$ cat src/rtl/ppc_pkg.sv
package ppc_pkg;
    localparam int unsigned NPINS = 8;
    localparam int unsigned NOE = 16;
    localparam int unsigned OE_SEL_W = 4;
    // register byte offsets
    localparam logic [11:0] OFS_DM0 = 12'h000;
    localparam logic [11:0] OFS_DM1 = 12'h004;
    localparam logic [11:0] OFS_DM2 = 12'h008;
    localparam logic [11:0] OFS_DATA = 12'h00c;
    localparam logic [11:0] OFS_LEVEL = 12'h010;
    localparam logic [11:0] OFS_BYP = 12'h014;
    localparam logic [11:0] OFS_SLOW = 12'h018;
    localparam logic [11:0] OFS_INDIS = 12'h01c;
    localparam logic [11:0] OFS_BIDIR = 12'h020;
    localparam logic [11:0] OFS_CTL = 12'h024;
    localparam logic [11:0] OFS_INTTYPE = 12'h028;
    localparam logic [11:0] OFS_INTSTAT = 12'h02c;
    localparam logic [11:0] OFS_OESEL_LO = 12'h030;
    localparam logic [11:0] OFS_OESEL_HI = 12'h034;
    localparam logic [11:0] OFS_SPF = 12'h038;
    localparam logic [11:0] OFS_PIN0 = 12'h040;
    localparam logic [11:0] OFS_PIN7 = 12'h05c;
    // per-pin form field positions
    localparam int unsigned PF_DATA = 0;
    localparam int unsigned PF_DM_LO = 1;
    localparam int unsigned PF_DM_HI = 3;
    localparam int unsigned PF_SLOW = 4;
    localparam int unsigned PF_BYP = 5;
    localparam int unsigned PF_BIDIR = 6;
    localparam int unsigned PF_INDIS = 7;
    // port control fields
    localparam int unsigned CTL_LVTTL = 0;
    // special pin fields: 0 regulated pin0, 1 regulated pin1, 3:2 threshold, 4 analog ref, 5 hyst
    localparam int unsigned SPF_REG0 = 0;
    localparam int unsigned SPF_REG1 = 1;
    localparam int unsigned SPF_THR_LO = 2;
    localparam int unsigned SPF_THR_HI = 3;
    localparam int unsigned SPF_AREF = 4;
    localparam int unsigned SPF_HYST = 5;
    localparam logic [31:0] RST_VAL = 32'h0000_0000;
    typedef enum logic [2:0] {
        PPC_DM_HIZ_ANALOG = 3'h0,
        PPC_DM_HIZ_DIGITAL = 3'h1,
        PPC_DM_PULL_UP = 3'h2,
        PPC_DM_PULL_DOWN = 3'h3,
        PPC_DM_OD_LOW = 3'h4,
        PPC_DM_OD_HIGH = 3'h5,
        PPC_DM_STRONG = 3'h6,
        PPC_DM_PULL_BOTH = 3'h7
    } ppc_dm_t;
    typedef enum logic [1:0] {
        PPC_INT_NONE = 2'h0,
        PPC_INT_RISE = 2'h1,
        PPC_INT_FALL = 2'h2,
        PPC_INT_BOTH = 2'h3
    } ppc_int_t;
endpackage : ppc_pkg

$ cat src/rtl/ppc_port.sv
// Notes on behaviour
// RQ1: reset leaves pins analog high impedance
// RQ2: analog mode gives no digital input
// RQ3: digital high-Z: driver off, input on
// RQ4: pull-up/down: resistive one side, strong other
// RQ5: regulated special pin blocks resistive modes
// RQ6: open drain drives one level, floats other
// RQ7: strong mode drives both levels
// RQ8: combined resistive mode never strong
// RQ9: port and pin forms share storage
// RQ10: bidir switches between input and drive
// RQ11: sixteen output enables routable to pins
// RQ12: edge rate only for strong/open drain
// RQ13: software picks slow below one megahertz
// RQ14: one interrupt unit for eight pins
// RQ15: per pin rise, fall, both, none
// RQ16: edge sets status bit and request
// RQ17: edge detection works in sleep
// RQ18: no level sensitive interrupts
// RQ19: port threshold select, per pin input disable
// RQ20: special pin regulated high output select
// RQ21: pin pair shares threshold reference
// RQ22: analog reference and hysteresis options
// RQ23: three-bit drive code selects mode
// RQ24: output data from register or bypass
// RQ25: pin level readback separate from data
// RQ26: synchronised inputs; status clears on read
// RQ27: bidir disable forces driver off
`timescale 1ns/1ps
`default_nettype none
module ppc_port
    import ppc_pkg::*;
#(
    parameter int unsigned NP = ppc_pkg::NPINS
) (
    input  wire logic                 pclk,
    input  wire logic                 presetn,
    input  wire logic                 psel,
    input  wire logic                 penable,
    input  wire logic                 pwrite,
    input  wire logic [11:0]          paddr,
    input  wire logic [31:0]          pwdata,
    output logic      [31:0]          prdata,
    output logic                      pready,
    output logic                      pslverr,
    input  wire logic [NP-1:0]        pin_in,
    input  wire logic [NP-1:0]        sys_out,
    input  wire logic [15:0]          aux_oe,
    output logic      [NP-1:0]        pin_drive_high,
    output logic      [NP-1:0]        pin_drive_low,
    output logic      [NP-1:0]        pin_pull_up,
    output logic      [NP-1:0]        pin_pull_down,
    output logic      [NP-1:0]        pin_inbuf_en,
    output logic      [NP-1:0]        edge_rate_select,
    output logic                      lvttl_sel,
    output logic      [1:0]           regulated_out,
    output logic      [1:0]           ref_thresh_sel,
    output logic                      ref_analog_sel,
    output logic                      hyst_en,
    output logic      [NP-1:0]        sys_in,
    output logic                      port_irq
);
    import ppc_pkg::*;

    typedef struct packed {
        logic [NP-1:0]        dm0;
        logic [NP-1:0]        dm1;
        logic [NP-1:0]        dm2;
        logic [NP-1:0]        data;
        logic [NP-1:0]        byp;
        logic [NP-1:0]        slow;
        logic [NP-1:0]        indis;
        logic [NP-1:0]        bidir;
        logic                 lvttl;
        logic [5:0]           spf;
        logic [2*NP-1:0]      inttype;
        logic [NP-1:0]        stat;
        logic [4*NP-1:0]      oesel;
        logic [NP-1:0]        sync1;
        logic [NP-1:0]        sync2;
        logic [NP-1:0]        prev;
        logic [31:0]          rdata;
    } ppc_state_t;

    ppc_state_t st_q;
    ppc_state_t st_d;

    logic          acc;
    logic          wr;
    logic          rd;
    logic [NP-1:0] oe_ok;
    logic [NP-1:0] out_val;
    logic [NP-1:0] evt;
    logic [NP-1:0] in_en;
    logic [NP-1:0] dh;
    logic [NP-1:0] dl;
    logic [NP-1:0] pu;
    logic [NP-1:0] pd;
    logic          mapped;
    logic          rd_setup;
    logic [31:0]   rd_mux;

    assign acc = psel && penable;
    assign wr  = acc && pwrite;
    assign rd  = acc && !pwrite;
    assign rd_setup = psel && !penable && !pwrite;
    assign pready = 1'b1;

    always_comb begin
        mapped = 1'b1;
        rd_mux = RST_VAL;
        if (paddr == OFS_DM0) begin
            rd_mux[NP-1:0] = st_q.dm0;
        end else if (paddr == OFS_DM1) begin
            rd_mux[NP-1:0] = st_q.dm1;
        end else if (paddr == OFS_DM2) begin
            rd_mux[NP-1:0] = st_q.dm2;
        end else if (paddr == OFS_DATA) begin
            rd_mux[NP-1:0] = st_q.data;
        end else if (paddr == OFS_LEVEL) begin
            rd_mux[NP-1:0] = st_q.sync2 & in_en; // RQ25 RQ2
        end else if (paddr == OFS_BYP) begin
            rd_mux[NP-1:0] = st_q.byp;
        end else if (paddr == OFS_SLOW) begin
            rd_mux[NP-1:0] = st_q.slow;
        end else if (paddr == OFS_INDIS) begin
            rd_mux[NP-1:0] = st_q.indis;
        end else if (paddr == OFS_BIDIR) begin
            rd_mux[NP-1:0] = st_q.bidir;
        end else if (paddr == OFS_CTL) begin
            rd_mux[CTL_LVTTL] = st_q.lvttl;
        end else if (paddr == OFS_INTTYPE) begin
            rd_mux[2*NP-1:0] = st_q.inttype;
        end else if (paddr == OFS_INTSTAT) begin
            // an event landing in the setup cycle is reported before the clear
            rd_mux[NP-1:0] = st_q.stat | evt; // RQ16
        end else if (paddr == OFS_OESEL_LO) begin
            rd_mux = st_q.oesel[31:0];
        end else if (paddr == OFS_SPF) begin
            rd_mux[5:0] = st_q.spf;
        end else if (paddr >= OFS_PIN0 && paddr <= OFS_PIN7 && paddr[1:0] == 2'b00) begin
            for (int i = 0; i < NP; i++) begin
                if (paddr[4:2] == i[2:0]) begin
                    rd_mux[PF_DATA]  = st_q.data[i]; // RQ9
                    rd_mux[PF_DM_LO] = st_q.dm0[i];
                    rd_mux[PF_DM_LO+1] = st_q.dm1[i];
                    rd_mux[PF_DM_HI] = st_q.dm2[i];
                    rd_mux[PF_SLOW]  = st_q.slow[i];
                    rd_mux[PF_BYP]   = st_q.byp[i];
                    rd_mux[PF_BIDIR] = st_q.bidir[i];
                    rd_mux[PF_INDIS] = st_q.indis[i];
                end
            end
        end else begin
            mapped = 1'b0;
        end
    end

    assign pslverr = acc && !mapped;
    assign prdata  = st_q.rdata;

    genvar g;
    generate
        for (g = 0; g < NP; g++) begin : g_pin
            logic [2:0] code;
            logic       v;
            logic       regm;
            assign code = {st_q.dm2[g], st_q.dm1[g], st_q.dm0[g]}; // RQ23
            assign oe_ok[g] = !st_q.bidir[g] || aux_oe[st_q.oesel[4*g +: 4]]; // RQ10 RQ11
            assign out_val[g] = st_q.byp[g] ? sys_out[g] : st_q.data[g]; // RQ24
            assign v = out_val[g];
            if (g < 2) begin : g_spf
                assign regm = st_q.spf[g]; // RQ20
            end else begin : g_std
                assign regm = 1'b0;
            end
            always_comb begin
                dh[g] = 1'b0;
                dl[g] = 1'b0;
                pu[g] = 1'b0;
                pd[g] = 1'b0;
                case (code)
                    PPC_DM_PULL_UP: begin // RQ4
                        pu[g] = v && !regm; // RQ5
                        dl[g] = !v;
                    end
                    PPC_DM_PULL_DOWN: begin
                        dh[g] = v;
                        pd[g] = !v && !regm; // RQ5
                    end
                    PPC_DM_OD_LOW: dl[g] = !v; // RQ6
                    PPC_DM_OD_HIGH: dh[g] = v;
                    PPC_DM_STRONG: begin // RQ7
                        dh[g] = v;
                        dl[g] = !v;
                    end
                    PPC_DM_PULL_BOTH: begin // RQ8
                        pu[g] = v && !regm;
                        pd[g] = !v && !regm;
                    end
                    default: ; // RQ1 RQ3
                endcase
            end
            assign in_en[g] = code != PPC_DM_HIZ_ANALOG && !st_q.indis[g]; // RQ2 RQ19
            assign pin_drive_high[g] = dh[g] && oe_ok[g]; // RQ27
            assign pin_drive_low[g]  = dl[g] && oe_ok[g];
            assign pin_pull_up[g]    = pu[g] && oe_ok[g];
            assign pin_pull_down[g]  = pd[g] && oe_ok[g];
            assign edge_rate_select[g] = st_q.slow[g] && (code == PPC_DM_OD_LOW
                || code == PPC_DM_OD_HIGH || code == PPC_DM_STRONG); // RQ12
            always_comb begin
                case (st_q.inttype[2*g +: 2]) // RQ15 RQ18
                    PPC_INT_RISE: evt[g] = st_q.sync2[g] && !st_q.prev[g];
                    PPC_INT_FALL: evt[g] = !st_q.sync2[g] && st_q.prev[g];
                    PPC_INT_BOTH: evt[g] = st_q.sync2[g] != st_q.prev[g];
                    default:      evt[g] = 1'b0;
                endcase
            end
        end
    endgenerate

    assign pin_inbuf_en   = in_en;
    assign sys_in         = st_q.sync2 & in_en;
    assign lvttl_sel      = st_q.lvttl;
    assign regulated_out  = st_q.spf[SPF_REG1:SPF_REG0];
    assign ref_thresh_sel = st_q.spf[SPF_THR_HI:SPF_THR_LO]; // RQ21
    assign ref_analog_sel = st_q.spf[SPF_AREF]; // RQ22
    assign hyst_en        = st_q.spf[SPF_HYST];
    assign port_irq       = |st_q.stat; // RQ14 RQ16

    always_comb begin
        st_d = st_q;
        st_d.sync1 = pin_in; // RQ26
        st_d.sync2 = st_q.sync1;
        st_d.prev  = st_q.sync2; // RQ17
        // read data is taken in the setup cycle so it stands during the access phase
        if (rd_setup) begin
            st_d.rdata = rd_mux; // RQ25
        end
        if (rd && paddr == OFS_INTSTAT) begin
            st_d.stat = '0; // RQ26
        end
        if (wr) begin
            if (paddr == OFS_DM0) begin
                st_d.dm0 = pwdata[NP-1:0];
            end else if (paddr == OFS_DM1) begin
                st_d.dm1 = pwdata[NP-1:0];
            end else if (paddr == OFS_DM2) begin
                st_d.dm2 = pwdata[NP-1:0];
            end else if (paddr == OFS_DATA) begin
                st_d.data = pwdata[NP-1:0];
            end else if (paddr == OFS_BYP) begin
                st_d.byp = pwdata[NP-1:0];
            end else if (paddr == OFS_SLOW) begin
                st_d.slow = pwdata[NP-1:0];
            end else if (paddr == OFS_INDIS) begin
                st_d.indis = pwdata[NP-1:0];
            end else if (paddr == OFS_BIDIR) begin
                st_d.bidir = pwdata[NP-1:0];
            end else if (paddr == OFS_CTL) begin
                st_d.lvttl = pwdata[CTL_LVTTL];
            end else if (paddr == OFS_INTTYPE) begin
                st_d.inttype = pwdata[2*NP-1:0];
            end else if (paddr == OFS_OESEL_LO) begin
                st_d.oesel = pwdata[4*NP-1:0];
            end else if (paddr == OFS_SPF) begin
                st_d.spf = pwdata[5:0];
            end else if (paddr >= OFS_PIN0 && paddr <= OFS_PIN7 && paddr[1:0] == 2'b00) begin
                for (int i = 0; i < NP; i++) begin
                    if (paddr[4:2] == i[2:0]) begin
                        st_d.data[i]  = pwdata[PF_DATA]; // RQ9
                        st_d.dm0[i]   = pwdata[PF_DM_LO];
                        st_d.dm1[i]   = pwdata[PF_DM_LO+1];
                        st_d.dm2[i]   = pwdata[PF_DM_HI];
                        st_d.slow[i]  = pwdata[PF_SLOW];
                        st_d.byp[i]   = pwdata[PF_BYP];
                        st_d.bidir[i] = pwdata[PF_BIDIR];
                        st_d.indis[i] = pwdata[PF_INDIS];
                    end
                end
            end
        end
        // new events win over the read clear
        st_d.stat = st_d.stat | evt; // RQ16
    end

    always_ff @(posedge pclk or negedge presetn) begin
        if (!presetn) begin
            st_q <= '0; // RQ1
        end else begin
            st_q <= st_d;
        end
    end

    chk_edge_sets_stat: assert property (@(posedge pclk) disable iff (!presetn) // RQ16
        (evt != '0) |=> ((st_q.stat & $past(evt)) == $past(evt)) && port_irq)
        else $error("edge did not set status");
    chk_read_clears: assert property (@(posedge pclk) disable iff (!presetn) // RQ26
        (rd && paddr == OFS_INTSTAT && evt == '0) |=> st_q.stat == '0)
        else $error("status not cleared by read");
    chk_analog_no_in: assert property (@(posedge pclk) disable iff (!presetn) // RQ2
        (g_pin[0].code == PPC_DM_HIZ_ANALOG) |-> !sys_in[0] && !pin_inbuf_en[0])
        else $error("analog pin shows input");
    chk_bidir_off: assert property (@(posedge pclk) disable iff (!presetn) // RQ27
        !oe_ok[5] |-> !(pin_drive_high[5] || pin_drive_low[5] || pin_pull_up[5]
        || pin_pull_down[5]))
        else $error("driver on while oe low");
    chk_strong_follow: assert property (@(posedge pclk) disable iff (!presetn) // RQ7
        (g_pin[2].code == PPC_DM_STRONG && oe_ok[2]) |-> pin_drive_high[2] == out_val[2]
        && pin_drive_low[2] == !out_val[2])
        else $error("strong drive mismatch");
    chk_pull_both: assert property (@(posedge pclk) disable iff (!presetn) // RQ8
        (g_pin[0].code == PPC_DM_PULL_BOTH) |-> !pin_drive_high[0] && !pin_drive_low[0])
        else $error("pull mode drives strongly");
    chk_regulated_pull: assert property (@(posedge pclk) disable iff (!presetn) // RQ5
        st_q.spf[SPF_REG0] |-> !pin_pull_up[0] && !pin_pull_down[0])
        else $error("pull active in regulated mode");
    chk_slew_gate: assert property (@(posedge pclk) disable iff (!presetn) // RQ12
        edge_rate_select[2] |-> g_pin[2].code[2] && g_pin[2].code != PPC_DM_PULL_BOTH)
        else $error("slew on resistive mode");
    chk_sync_delay: assert property (@(posedge pclk) disable iff (!presetn) // RQ26
        $rose(pin_in[0]) |-> ##2 st_q.sync2[0])
        else $error("sync delay wrong");
    chk_od_low: assert property (@(posedge pclk) disable iff (!presetn) // RQ6
        (g_pin[2].code == PPC_DM_OD_LOW && oe_ok[2]) |-> !pin_drive_high[2]
        && pin_drive_low[2] == !out_val[2])
        else $error("open drain low drove high");

    chk_reset_hiz: assert property (@(posedge pclk) disable iff (!presetn) // RQ1
        (st_q.dm0 == '0 && st_q.dm1 == '0 && st_q.dm2 == '0) |-> pin_inbuf_en == '0
        && (pin_drive_high | pin_drive_low | pin_pull_up | pin_pull_down) == '0)
        else $error("analog state not high impedance");
    chk_digital_hiz: assert property (@(posedge pclk) disable iff (!presetn) // RQ3
        (g_pin[2].code == PPC_DM_HIZ_DIGITAL) |-> pin_inbuf_en[2] == !st_q.indis[2]
        && !(pin_drive_high[2] || pin_drive_low[2] || pin_pull_up[2] || pin_pull_down[2]))
        else $error("digital high impedance pin drives");
    chk_pull_up_mode: assert property (@(posedge pclk) disable iff (!presetn) // RQ4
        (g_pin[2].code == PPC_DM_PULL_UP && oe_ok[2]) |-> pin_pull_up[2] == out_val[2]
        && pin_drive_low[2] == !out_val[2] && !pin_drive_high[2])
        else $error("pull-up mode drive wrong");
    chk_pull_down_mode: assert property (@(posedge pclk) disable iff (!presetn) // RQ4
        (g_pin[2].code == PPC_DM_PULL_DOWN && oe_ok[2]) |-> pin_drive_high[2] == out_val[2]
        && pin_pull_down[2] == !out_val[2] && !pin_drive_low[2])
        else $error("pull-down mode drive wrong");
    chk_od_high: assert property (@(posedge pclk) disable iff (!presetn) // RQ6
        (g_pin[2].code == PPC_DM_OD_HIGH && oe_ok[2]) |-> !pin_drive_low[2]
        && pin_drive_high[2] == out_val[2])
        else $error("open drain high drove low");
    chk_pin_form_read: assert property (@(posedge pclk) disable iff (!presetn) // RQ9
        (rd_setup && paddr == OFS_PIN0 + 12'h008) |=> prdata[PF_DATA] == $past(st_q.data[2])
        && prdata[PF_DM_HI:PF_DM_LO] == $past(g_pin[2].code))
        else $error("pin form read differs from port form");
    chk_bidir_follow: assert property (@(posedge pclk) disable iff (!presetn) // RQ10
        (st_q.bidir[5] && g_pin[5].code == PPC_DM_STRONG && aux_oe[st_q.oesel[20 +: 4]])
        |-> pin_drive_high[5] == out_val[5] && pin_drive_low[5] == !out_val[5])
        else $error("bidir pin not driving when enabled");
    chk_rise_event: assert property (@(posedge pclk) disable iff (!presetn) // RQ15
        (st_q.inttype[13:12] == PPC_INT_RISE && st_q.sync2[6] && !st_q.prev[6])
        |=> st_q.stat[6])
        else $error("rising edge not flagged");
    chk_fall_event: assert property (@(posedge pclk) disable iff (!presetn) // RQ15
        (st_q.inttype[13:12] == PPC_INT_FALL && !st_q.sync2[6] && st_q.prev[6])
        |=> st_q.stat[6])
        else $error("falling edge not flagged");
    chk_no_event: assert property (@(posedge pclk) disable iff (!presetn) // RQ15
        (st_q.inttype[13:12] == PPC_INT_NONE) |-> !evt[6])
        else $error("event with detection off");
    chk_no_level: assert property (@(posedge pclk) disable iff (!presetn) // RQ18
        (st_q.sync2[6] == st_q.prev[6]) |-> !evt[6])
        else $error("steady level raised an event");
    chk_stat_sticky: assert property (@(posedge pclk) disable iff (!presetn) // RQ16
        (st_q.stat[6] && !(rd && paddr == OFS_INTSTAT)) |=> st_q.stat[6])
        else $error("status bit lost without read");
    chk_in_disable: assert property (@(posedge pclk) disable iff (!presetn) // RQ19
        st_q.indis[3] |-> !pin_inbuf_en[3] && !sys_in[3])
        else $error("disabled input buffer active");
    chk_bypass_data: assert property (@(posedge pclk) disable iff (!presetn) // RQ24
        (st_q.byp[4] && g_pin[4].code == PPC_DM_STRONG && oe_ok[4])
        |-> pin_drive_high[4] == sys_out[4] && pin_drive_low[4] == !sys_out[4])
        else $error("bypass data not driven");
    chk_level_read: assert property (@(posedge pclk) disable iff (!presetn) // RQ25
        (rd_setup && paddr == OFS_LEVEL) |=> prdata[NP-1:0] == $past(st_q.sync2 & pin_inbuf_en))
        else $error("pin level readback wrong");
endmodule : ppc_port
`default_nettype wire

$ cat config.mk
export PLATFORM = sky130hd
export DESIGN_NAME = ppc_port
export DESIGN_NICKNAME = d
export VERILOG_FILES = /design/src/rtl/ppc_pkg.sv /design/src/rtl/ppc_port.sv
export SDC_FILE = /design/constraint.sdc
export NUM_CORES = 1
export LEC_CHECK = 0
export BUFFER_PORTS_ARGS = -buffer_cell sky130_fd_sc_hd__buf_2
export CAP_MARGIN = 20
export CORE_MARGIN = 3
export CORE_UTILIZATION = 54
export DETAILED_ROUTE_END_ITERATION = 16
export MAX_ROUTING_LAYER = met4
export PLACE_DENSITY = 0.76
export REMOVE_ABC_BUFFERS = 1
export SYNTH_ARGS = -nofsm -noshare
export SYNTH_HDL_FRONTEND = slang
export SYNTH_SLANG_ARGS = --single-unit
$ cat constraint.sdc
create_clock -name pclk -period 7.6 [get_ports pclk]
set_clock_uncertainty 0.2 [all_clocks]
set_input_delay 1.52 -clock pclk [delete_from_list [all_inputs] [get_ports pclk]]
set_output_delay 1.52 -clock pclk [all_outputs]
set_load 0.03 [all_outputs]
== Word level (Yosys, flattened, before mapping) ==
Cells that the tools add are included.

* Flip-flop bits (word level): 183
* Logic and storage cells: 794

* Magnitude comparators: 10
* Equality and inequality tests: 205
* Mux-type cells: 207
* Bitwise gates (word level): 14
* Reductions and logical operators: 285

{| class="wikitable"
|+ Operators with widths
! kind !! number
|-
| $reduce_and A14 Y1 || 64
|-
| $mux W64 || 5
|-
| $mux W24 || 12
|-
| $mux W40 || 7
|-
| $mux W8 || 30
|-
| $mux W1 || 128
|-
| $eq A3 B3 Y1 const B || 36
|-
| $logic_and A1 B1 Y1 || 77
|-
| $eq A12 B6 Y1 const B || 6
|-
| $ne A7 B1 Y1 const B || 9
|-
| $mux W56 || 1
|-
| $eq A3 B2 Y1 const B || 18
|-
| $ne A6 B1 Y1 const B || 9
|-
| $reduce_bool A2 Y1 || 27
|-
| $ne A7 B6 Y1 const B || 7
|-
| $eq A12 B5 Y1 const B || 4
|-
| $mux W16 || 3
|-
| $mux W48 || 1
|-
| $reduce_or A3 Y1 || 16
|-
| $logic_not A1 Y1 || 45
|-
| $ne A5 B1 Y1 const B || 9
|-
| $ne A2 B2 Y1 const B || 21
|-
| $ne A6 B5 Y1 const B || 7
|-
| $lt A4 B5 Y1 const B || 8
|-
| other kinds (34) || 171
|}

== Depth between registers and ports, before layout ==
Gate-level depths: netlist of the first run.

* Word-level depth: 24
* Depth in mapped cells: 9
* Depth with buffers taken out: 8

== Worst setup path after synthesis of the first run ==
Ideal clock, no wire load.

* Kind: input port to output port
* Start point: input port paddr[11]
* End point: output port pslverr
* Arrival time: 2.873 ns
* Required time: 5.880 ns
* Setup slack: 3.007 ns
* Stages on the path: 5
* Path buffers: 2
* Path through: nor4_4 -> nand2_1 -> clkbuf_1 -> clkbuf_1 -> o311a_1

* Word-level cells in the longest chain between the ends: 20
* Elaborated cells on any way between the ends: 35
* Classes of those cells: order compare: 2; eq/ne: 13; mux: 15; reduce/logical: 5

{| class="wikitable"
|+ RTL lines
! item !! line !! text
|-
| start, declared || ppc_port.sv:41 || <nowiki>input wire logic [11:0] paddr,</nowiki>
|-
| $ge A12 B7 Y1 or $le A12 B7 Y1 (tied branches) || ppc_port.sv:141 || <nowiki>end else if (paddr >= OFS_PIN0 && paddr <= OFS_PIN7 && paddr[1:0] == 2'b00) begin</nowiki>
|-
| $logic_and A1 B1 Y1 (2 in series) || ppc_port.sv:141 ||
|-
| $mux W1 || ppc_port.sv:141 ||
|-
| $mux W1 || ppc_port.sv:139 || <nowiki>end else if (paddr == OFS_SPF) begin</nowiki>
|-
| $mux W1 || ppc_port.sv:137 || <nowiki>end else if (paddr == OFS_OESEL_LO) begin</nowiki>
|-
| $mux W1 || ppc_port.sv:134 || <nowiki>end else if (paddr == OFS_INTSTAT) begin</nowiki>
|-
| $mux W1 || ppc_port.sv:132 || <nowiki>end else if (paddr == OFS_INTTYPE) begin</nowiki>
|-
| $mux W1 || ppc_port.sv:130 || <nowiki>end else if (paddr == OFS_CTL) begin</nowiki>
|-
| (+3 left out) || -- ||
|-
| $mux W1 || ppc_port.sv:122 || <nowiki>end else if (paddr == OFS_BYP) begin</nowiki>
|-
| $mux W1 || ppc_port.sv:120 || <nowiki>end else if (paddr == OFS_LEVEL) begin</nowiki>
|-
| $mux W1 || ppc_port.sv:118 || <nowiki>end else if (paddr == OFS_DATA) begin</nowiki>
|-
| $mux W1 || ppc_port.sv:116 || <nowiki>end else if (paddr == OFS_DM2) begin</nowiki>
|-
| $mux W1 || ppc_port.sv:114 || <nowiki>end else if (paddr == OFS_DM1) begin</nowiki>
|-
| $mux W1 * || ppc_port.sv:112 || <nowiki>if (paddr == OFS_DM0) begin</nowiki>
|-
| $logic_not A1 Y1 * || ppc_port.sv:159 || <nowiki>assign pslverr = acc && !mapped;</nowiki>
|-
| $logic_and A1 B1 Y1 * || ppc_port.sv:159 ||
|-
| end, declared || ppc_port.sv:45 || <nowiki>output logic pslverr,</nowiki>
|}

Every way passes the cells marked *; elsewhere a longest branch is shown, timed or not.

== Final worst setup path of the first run ==
* Start point: input port aux_oe[11]
* End point: output port pin_drive_low[4]

* Word-level cells in the longest chain between the ends: 4

{| class="wikitable"
|+ RTL lines
! item !! line !! text
|-
| start, declared || ppc_port.sv:48 || <nowiki>input wire logic [15:0] aux_oe,</nowiki>
|-
| $bmux W1 S4 || ppc_port.sv:169 || <nowiki>assign oe_ok[g] = !st_q.bidir[g] || aux_oe[st_q.oesel[4*g +: 4]];</nowiki>
|-
| $mux W1 (not written as such) || ppc_port.sv:169 ||
|-
| $logic_or A1 B1 Y1 || ppc_port.sv:169 ||
|-
| $logic_and A1 B1 Y1 || ppc_port.sv:206 || <nowiki>assign pin_drive_low[g] = dl[g] && oe_ok[g];</nowiki>
|-
| end, declared || ppc_port.sv:50 || <nowiki>output logic [NP-1:0] pin_drive_low,</nowiki>
|}

Every way passes these cells. The select of a mux whose other input is x is not followed.

==> results by group, run 1 <==
Layout
  • Final nets: 1449
  • Design Area, Final: 0.0135 mm²
  • Leading cell type in the layout, fill and taps excluded: dfrtp_1
  • Most frequent cells in the layout: 183 x dfrtp_1, 176 x buf_2, 132 x nand2_1, 104 x a21oi_1, 78 x nor2_1
  • Fill count: 1910
  • Post-layout util: 0.612
  • Antenna fix cells: 0
  • Ratio of cells with drive above 1 in the final layout: 0.267
  • Syn-to-layout area delta: 10.4%

Placed design
  • Placer Congestion: 1.03
  • Placed Area: 0.0128 mm²
  • Dpl hpwl: 31.3 mm
  • Port Buf Inserts: 177

STA
  • Final Hold Vio Count: 0
  • Final Setup Violations: 0
  • Slew @ Worst Pin: 1.09 ns
  • Slew Viols, Final: 0
  • Max_slew headroom: 0.272
  • Final period utilization: 0.690
  • RSZ-0062 raised after global routing: no
  • Setup TNS: 0 ns
  • Final worst path period need: 5.24 ns
  • Fmax: 191 MHz

GRT
  • Largest net degree at the start of global routing: 106
  • Most crowded layer after global routing: met2
  • Gr usage total: 0.365
  • First-pass GRT wire length: 65.6 mm
  • Initial antenna violation count: 0
  • GR met2 Demand/Resource: 0.549
  • GRT met3 Usage: 0.0680
  • GR Util met1: 0.482
  • Number of global-route vias before repair: 10700
  • Grt total ovfl: 0

Clock tree
  • Root buf cell: clkbuf_16
  • CTS tree: yes
  • Clk Latency, worst-skew pair: 0.45 ns
  • Clk buf depth: 2
  • CTS Hold Bufs: 0
  • Post-CTS Setup Inserts: 0
  • Num CTS Buffers: 17
  • Post_cts resized: 0
  • CTS sink count: 183
  • H-tree Lvls: 4
  • Worst-path clk slew: 0.08 ns

Detailed routing
  • Total Wirelength: 43.6 mm
  • Via density: 6.85
  • Initial drt markers: 1465
  • WL/cell: 26.5 µm
  • Routed via count: 11300
  • Drt pass-1 iters: 7
  • Post-route ant nets: 0
  • Post-route DRC: 0

Synth
  • Avg Cell Area, Syn: 9.50 µm²
  • Post-synth top area cell: dfrtp_1
  • YS warnings: 0
  • Cell Area, Synth: 0.0122 mm²
  • Seq/Total Area, Yosys: 0.375
  • Share of the synthesized area in the top cell type: 0.375
  • Synth Register Bits: 183
  • Post-synth cell types: 77
  • Asr flop ratio synth: 1.00
  • Post-Synthesis Cells: 1286
  • EDFF count, synth: 0
  • Ys flop type: dfrtp_1
  • Largest cells by area after synthesis: dfrtp_1 37%, mux4_2 9.4%, mux2_2 6.5%

Power and ir drop
  • Peak supply drop: 0.000149 V
  • Clock power frac: 0.427
  • Sequential share of power: 0.455
  • Comb power frac: 0.118
  • Power density cells: 164 mW/mm²
  • Pleak: 0.00628 µW
  • Total power: 2210 µW
  • Switching power: 677 µW
  • Sw Share: 0.307
  • Int Pwr: 1530 µW

Run status
  • Status: complete, no violations

Critical path
  • CP endpoint kind: primary output
  • R2R cell count: 8
  • Crit Path Class: in2out
  • Crit Path Max Fanout: 8
  • Startpoint types: input port
  • Crit path arrival time: 3.52 ns
  • Required @ worst endpoint: 5.88 ns

Flow run
  • Max cap viols: 0

Min path
  • Hold crit path type: reg2reg
  • Hold path depth: 0

Floorplan
  • Initial Utilization: 0.555
  • Die area: 0.0245 mm²
  • # IOs: 179
  • Die height: 156 µm
  • Core area: 0.0220 mm²
  • Core Rows: 54
  • Die width: 156 µm
cell usage after synthesis (20+ instances only):
library cell  count
nand2_1         132
clkbuf_1         69
nand2b_1         20
o22ai_1          30
buf_4            42
buf_2            26
o21ai_0          66
mux4_2           51
nor2_1           78
a21oi_1         104
inv_1            30
mux2_2           70
nor3_1           51
dfrtp_1         183
nor2b_1          32
nand3_1          30
mux2i_1          32
worst paths after layout:
path                             from               end  slack [ns]
setup / recovery           aux_oe[11]  pin_drive_low[4]        2.36
hold / removal               st_d[44]          st_d[36]        0.15
setup reg to reg             st_d[39]         prdata[7]        5.26
hold reg to reg              st_d[44]          st_d[36]        0.15
max in group asynchronous     presetn         st_q[123]        5.09
min in group asynchronous     presetn          st_q[32]        0.92
power by group through the flow:
stage | clock network, µW | logic (µW) | registers [µW]
floorplan | 0 | 106 | 1030
global placement | 0 | 250 | 1020
detailed placement | 0 | 253 | 1020
CTS | 946 | 254 | 1000
global route | 988 | 276 | 1010
finish | 942 | 260 | 1000
routing by layer:
metal,part of all wire,wire [µm]
met1,0.38,16500
met2,0.45,19600
met3,0.11,4880
met4,0.059,2560
met5,0,0
cell families (layout without fill, tap and decap cells):
kind of cell / count (synthesis) / in the layout / synth area share
simple gates: 398 / 398 / 0.162
buf+inv: 174 / 253 / 0.0691
mux: 161 / 161 / 0.192
other cells: 1 / 1 / 0.000307
xor+xnor: 16 / 16 / 0.0115
compound gates: 337 / 337 / 0.174
fa+ha+maj: 16 / 16 / 0.0164
flops: 183 / 183 / 0.375
stage by stage:
step                worst slack (ns)  hold slack, ns  instances
floorplan                       2.47           0.131       1143
CTS                             2.40           0.154       1644
finish                          2.36           0.152       1645
detailed placement              2.41           0.136       1612
global placement                2.41           0.132       1612
global route                    2.32           0.164       1645
sequential cells by signal (all words and copies together) (netlist names):
| signal | flops |
|---|---|
| st_d | 16 |
| regulated_out | 2 |
| ref_thresh_sel | 2 |
| st_q | 104 |
| prdata | 32 |
| hyst_en | 1 |
| lvttl_sel | 1 |
| ref_analog_sel | 1 |
| g_pin.code | 24 |
area by class of cell:
| type | instances | area [µm²] | share of cell area |
|---|---|---|---|
| timing repair buffer | 190 | 1010 | 0.0750 |
| tap | 280 | 350 | 0.0260 |
| clock buffer | 17 | 425 | 0.0315 |
| sequential | 183 | 4580 | 0.340 |
| inverter | 31 | 116 | 0.00863 |
| clock inverter | 15 | 206 | 0.0153 |
| multi-input combinational | 929 | 6800 | 0.504 |
critical path: stages:
cell      delay [ns]
buf_2           0.15
mux4_2          0.50
mux4_2          0.50
nor2b_1         0.42
nand2b_1        0.19
nor3_1          0.05
buf_2           0.19
No activity file was read; power rests on OpenSTA's default activity.
==> inputs of run 2 (changes only) <==
- clock period: 7.6 -> 5.3 ns (I/O delays scaled with it)
==> run 2 against run 1 <==
Clock-buffer cell count did not move. Critical path depth did not move. Worst hold slack improved by 0.0015 ns. Global-route usage rose by 0.56 points. Core utilization rose by 0.70 points. Clock power rose by 43%. Register-to-register slack got worse by 2.3 ns.
==> results by group, run 2 (synthesized netlist as in run 1, its figures left out) <==
Run status
  • Status: complete, no violations (unchanged)

Placed design
  • Placer Congestion: 1.01 (was 1.03)
  • Dpl hpwl: 31.9 mm (was 31.3 mm)
  • Placed insts: 1633 (was 1612)
  • Port Buf Inserts: 177 (unchanged)

Detailed routing
  • WL/cell: 26.5 µm (about the same)
  • Post-route ant nets: 0 (unchanged)
  • Routed via count: 11400 (was 11300)
  • Total Wirelength: 44.2 mm (was 43.6 mm)
  • Via density: 6.82 (was 6.85)
  • Initial drt markers: 1421 (was 1465)
  • Post-route DRC: 0 (unchanged)
  • Drt pass-1 iters: 8 (was 7)

Critical path
  • CP max stage delay: 0.49 ns (was 0.50 ns)
  • CP endpoint kind: primary output (unchanged)
  • Startpoint types: input port (unchanged)
  • Crit Path Max Fanout: 8 (unchanged)
  • R2R cell count: 6 (was 8)
  • CP max-delay cell: mux4_2 (unchanged)
  • Crit path arrival time: 3.09 ns (was 3.52 ns)
  • R2R setup slack: 2.94 ns (was 5.26 ns)
  • Worst path buffer plus inverter count: 2 (unchanged)
  • Required @ worst endpoint: 4.04 ns (was 5.88 ns)
  • Worst-path cell chain: buf_2 > mux4_2 > mux4_2 > nor2b_1 > nand2b_1 > nor3_1 > buf_2 (unchanged)
  • Crit Path Class: in2out (unchanged)
  • Reg2reg start: st_q[141] (was st_d[39])
  • Family with the most delay on the worst path: multiplexers (unchanged)
  • FF-to-FF End: prdata[4] (was prdata[7])

Power and ir drop
  • Power density cells: 232 mW/mm² (was 164 mW/mm²)
  • Total power: 3170 µW (was 2210 µW)
  • Pleak: 0.00638 µW (was 0.00628 µW)
  • Int Pwr: 2190 µW (was 1530 µW)
  • Comb power frac: 0.120 (was 0.118)
  • Peak supply drop: 0.000201 V (was 0.000149 V)
  • Sequential share of power: 0.454 (was 0.455)
  • Sw Share: 0.307 (about the same)
  • Switching power: 974 µW (was 677 µW)
  • Clock power frac: 0.426 (was 0.427)

Layout
  • Syn-to-layout area delta: 11.7% (was 10.4%)
  • Most flops, register: st_q (unchanged)
  • Antenna fix cells: 0 (unchanged)
  • Leading cell type in the layout, fill and taps excluded: dfrtp_1 (unchanged)
  • Most frequent cells in the layout: 183 x dfrtp_1, 176 x buf_2, 132 x nand2_1, 104 x a21oi_1, 78 x nor2_1 (unchanged)
  • Fill count: 1835 (was 1910)
  • Final nets: 1469 (was 1449)
  • Ratio of cells with drive above 1 in the final layout: 0.278 (was 0.267)
  • Max reg flops: 104 (unchanged)
  • Post-route insts no fill: 1665 (was 1645)

Clock tree
  • CTS Hold Bufs: 0 (unchanged)
  • CTS sink count: 183 (unchanged)
  • H-tree Lvls: 4 (unchanged)
  • Clk buf depth: 2 (unchanged)
  • CTS tree: yes (unchanged)
  • Worst-path clk slew: 0.08 ns (about the same)
  • Post_cts resized: 0 (unchanged)
  • Root buf cell: clkbuf_16 (unchanged)
  • Post-CTS Setup Inserts: 0 (unchanged)
  • Clk Latency, worst-skew pair: 0.45 ns (about the same)
  • Num CTS Buffers: 17 (unchanged)

Min path
  • Hold Path End: st_d[36] (unchanged)
  • Hold crit path type: reg2reg (unchanged)
  • Hold Startpoint: st_d[44] (unchanged)
  • Hold path depth: 0 (unchanged)

STA
  • RSZ-0062 raised after global routing: no (unchanged)
  • Slew @ Worst Pin: 1.05 ns (was 1.09 ns)
  • Setup TNS: 0 ns (unchanged)
  • Final Hold Vio Count: 0 (unchanged)
  • Final period utilization: 0.820
  • Max_slew headroom: 0.297 (was 0.272)
  • Slew Viols, Final: 0 (unchanged)
  • Fmax: 230 MHz
  • Final worst path period need: 4.35 ns
  • Final Setup Violations: 0 (unchanged)

Floorplan
  • # IOs: 179 (unchanged)
  • Core area: 0.0220 mm² (unchanged)
  • Core Rows: 54 (unchanged)
  • Die width: 156 µm (unchanged)
  • Die height: 156 µm (unchanged)
  • Die area: 0.0245 mm² (unchanged)
  • Initial Utilization: 0.555 (unchanged)

Flow run
  • Max cap viols: 0 (unchanged)

GRT
  • Gr usage total: 0.370 (was 0.365)
  • First-pass GRT wire length: 66.1 mm (was 65.6 mm)
  • Number of global-route vias before repair: 10900 (was 10700)
  • Largest net degree at the start of global routing: 95 (was 106)
  • Initial antenna violation count: 0 (unchanged)
  • Grt total ovfl: 0 (unchanged)
## run 2: cell types whose count changed in the layout (fill, tap and decap cells not counted), sizes merged
cell      before  now
clkinvlp       0    1
clkinv         8    9
buf          189  209
inv           38   36
## run 2: routing by layer
layer | global-route usage | wire [µm]
met5 | - | 0
met4 | 0.178 | 2540
met3 | 0.0877 | 4680
met2 | 0.560 | 20100
met1 | 0.472 | 16900
## run 2: power by group through the flow
| stage | logic, µW | registers (µW) | clock network (µW) |
|---|---|---|---|
| 6_report | 379 | 1440 | 1350 |
| 3_5_place_dp | 369 | 1470 | 0 |
| 4_1_cts | 371 | 1440 | 1350 |
| 3_3_place_gp | 365 | 1470 | 0 |
| 2_1_floorplan | 152 | 1480 | 0 |
| 5_1_grt | 402 | 1440 | 1410 |
## run 2: final cells by class
type	instances	area, µm²	area share
multi-input combinational	929	6800	0.498
clock inverter	15	205	0.0150
timing repair buffer	210	1170	0.0856
inverter	31	116	0.00853
sequential	183	4580	0.336
tap	280	350	0.0257
clock buffer	17	425	0.0312
## run 2: worst max-delay path by stage
stage	start	to	slack, ns	depth (start not counted)
5_1_grt	aux_oe[3]	pin_drive_low[2]	0.92	7
3_3_place_gp	aux_oe[15]	pin_pull_down[1]	1.05	7
3_5_place_dp	aux_oe[15]	pin_drive_low[4]	1.01	7
6_report	aux_oe[14]	pin_drive_low[4]	0.95	7
4_1_cts	aux_oe[15]	pin_drive_low[4]	1.01	7
2_1_floorplan	paddr[11]	st_q[56]	0.63	5
## run 2: through the flow
stage	hold WS [ns]	setup WS, ns	utilization	cell area, µm²
after floorplan	0.131	0.628	-	11500
after global placement	0.133	1.05	0.591	13000
after detailed placement	0.135	1.01	0.591	13000
after CTS	0.154	1.01	0.619	13600
after global routing	0.171	0.919	0.619	13600
final	0.153	0.953	0.619	13600
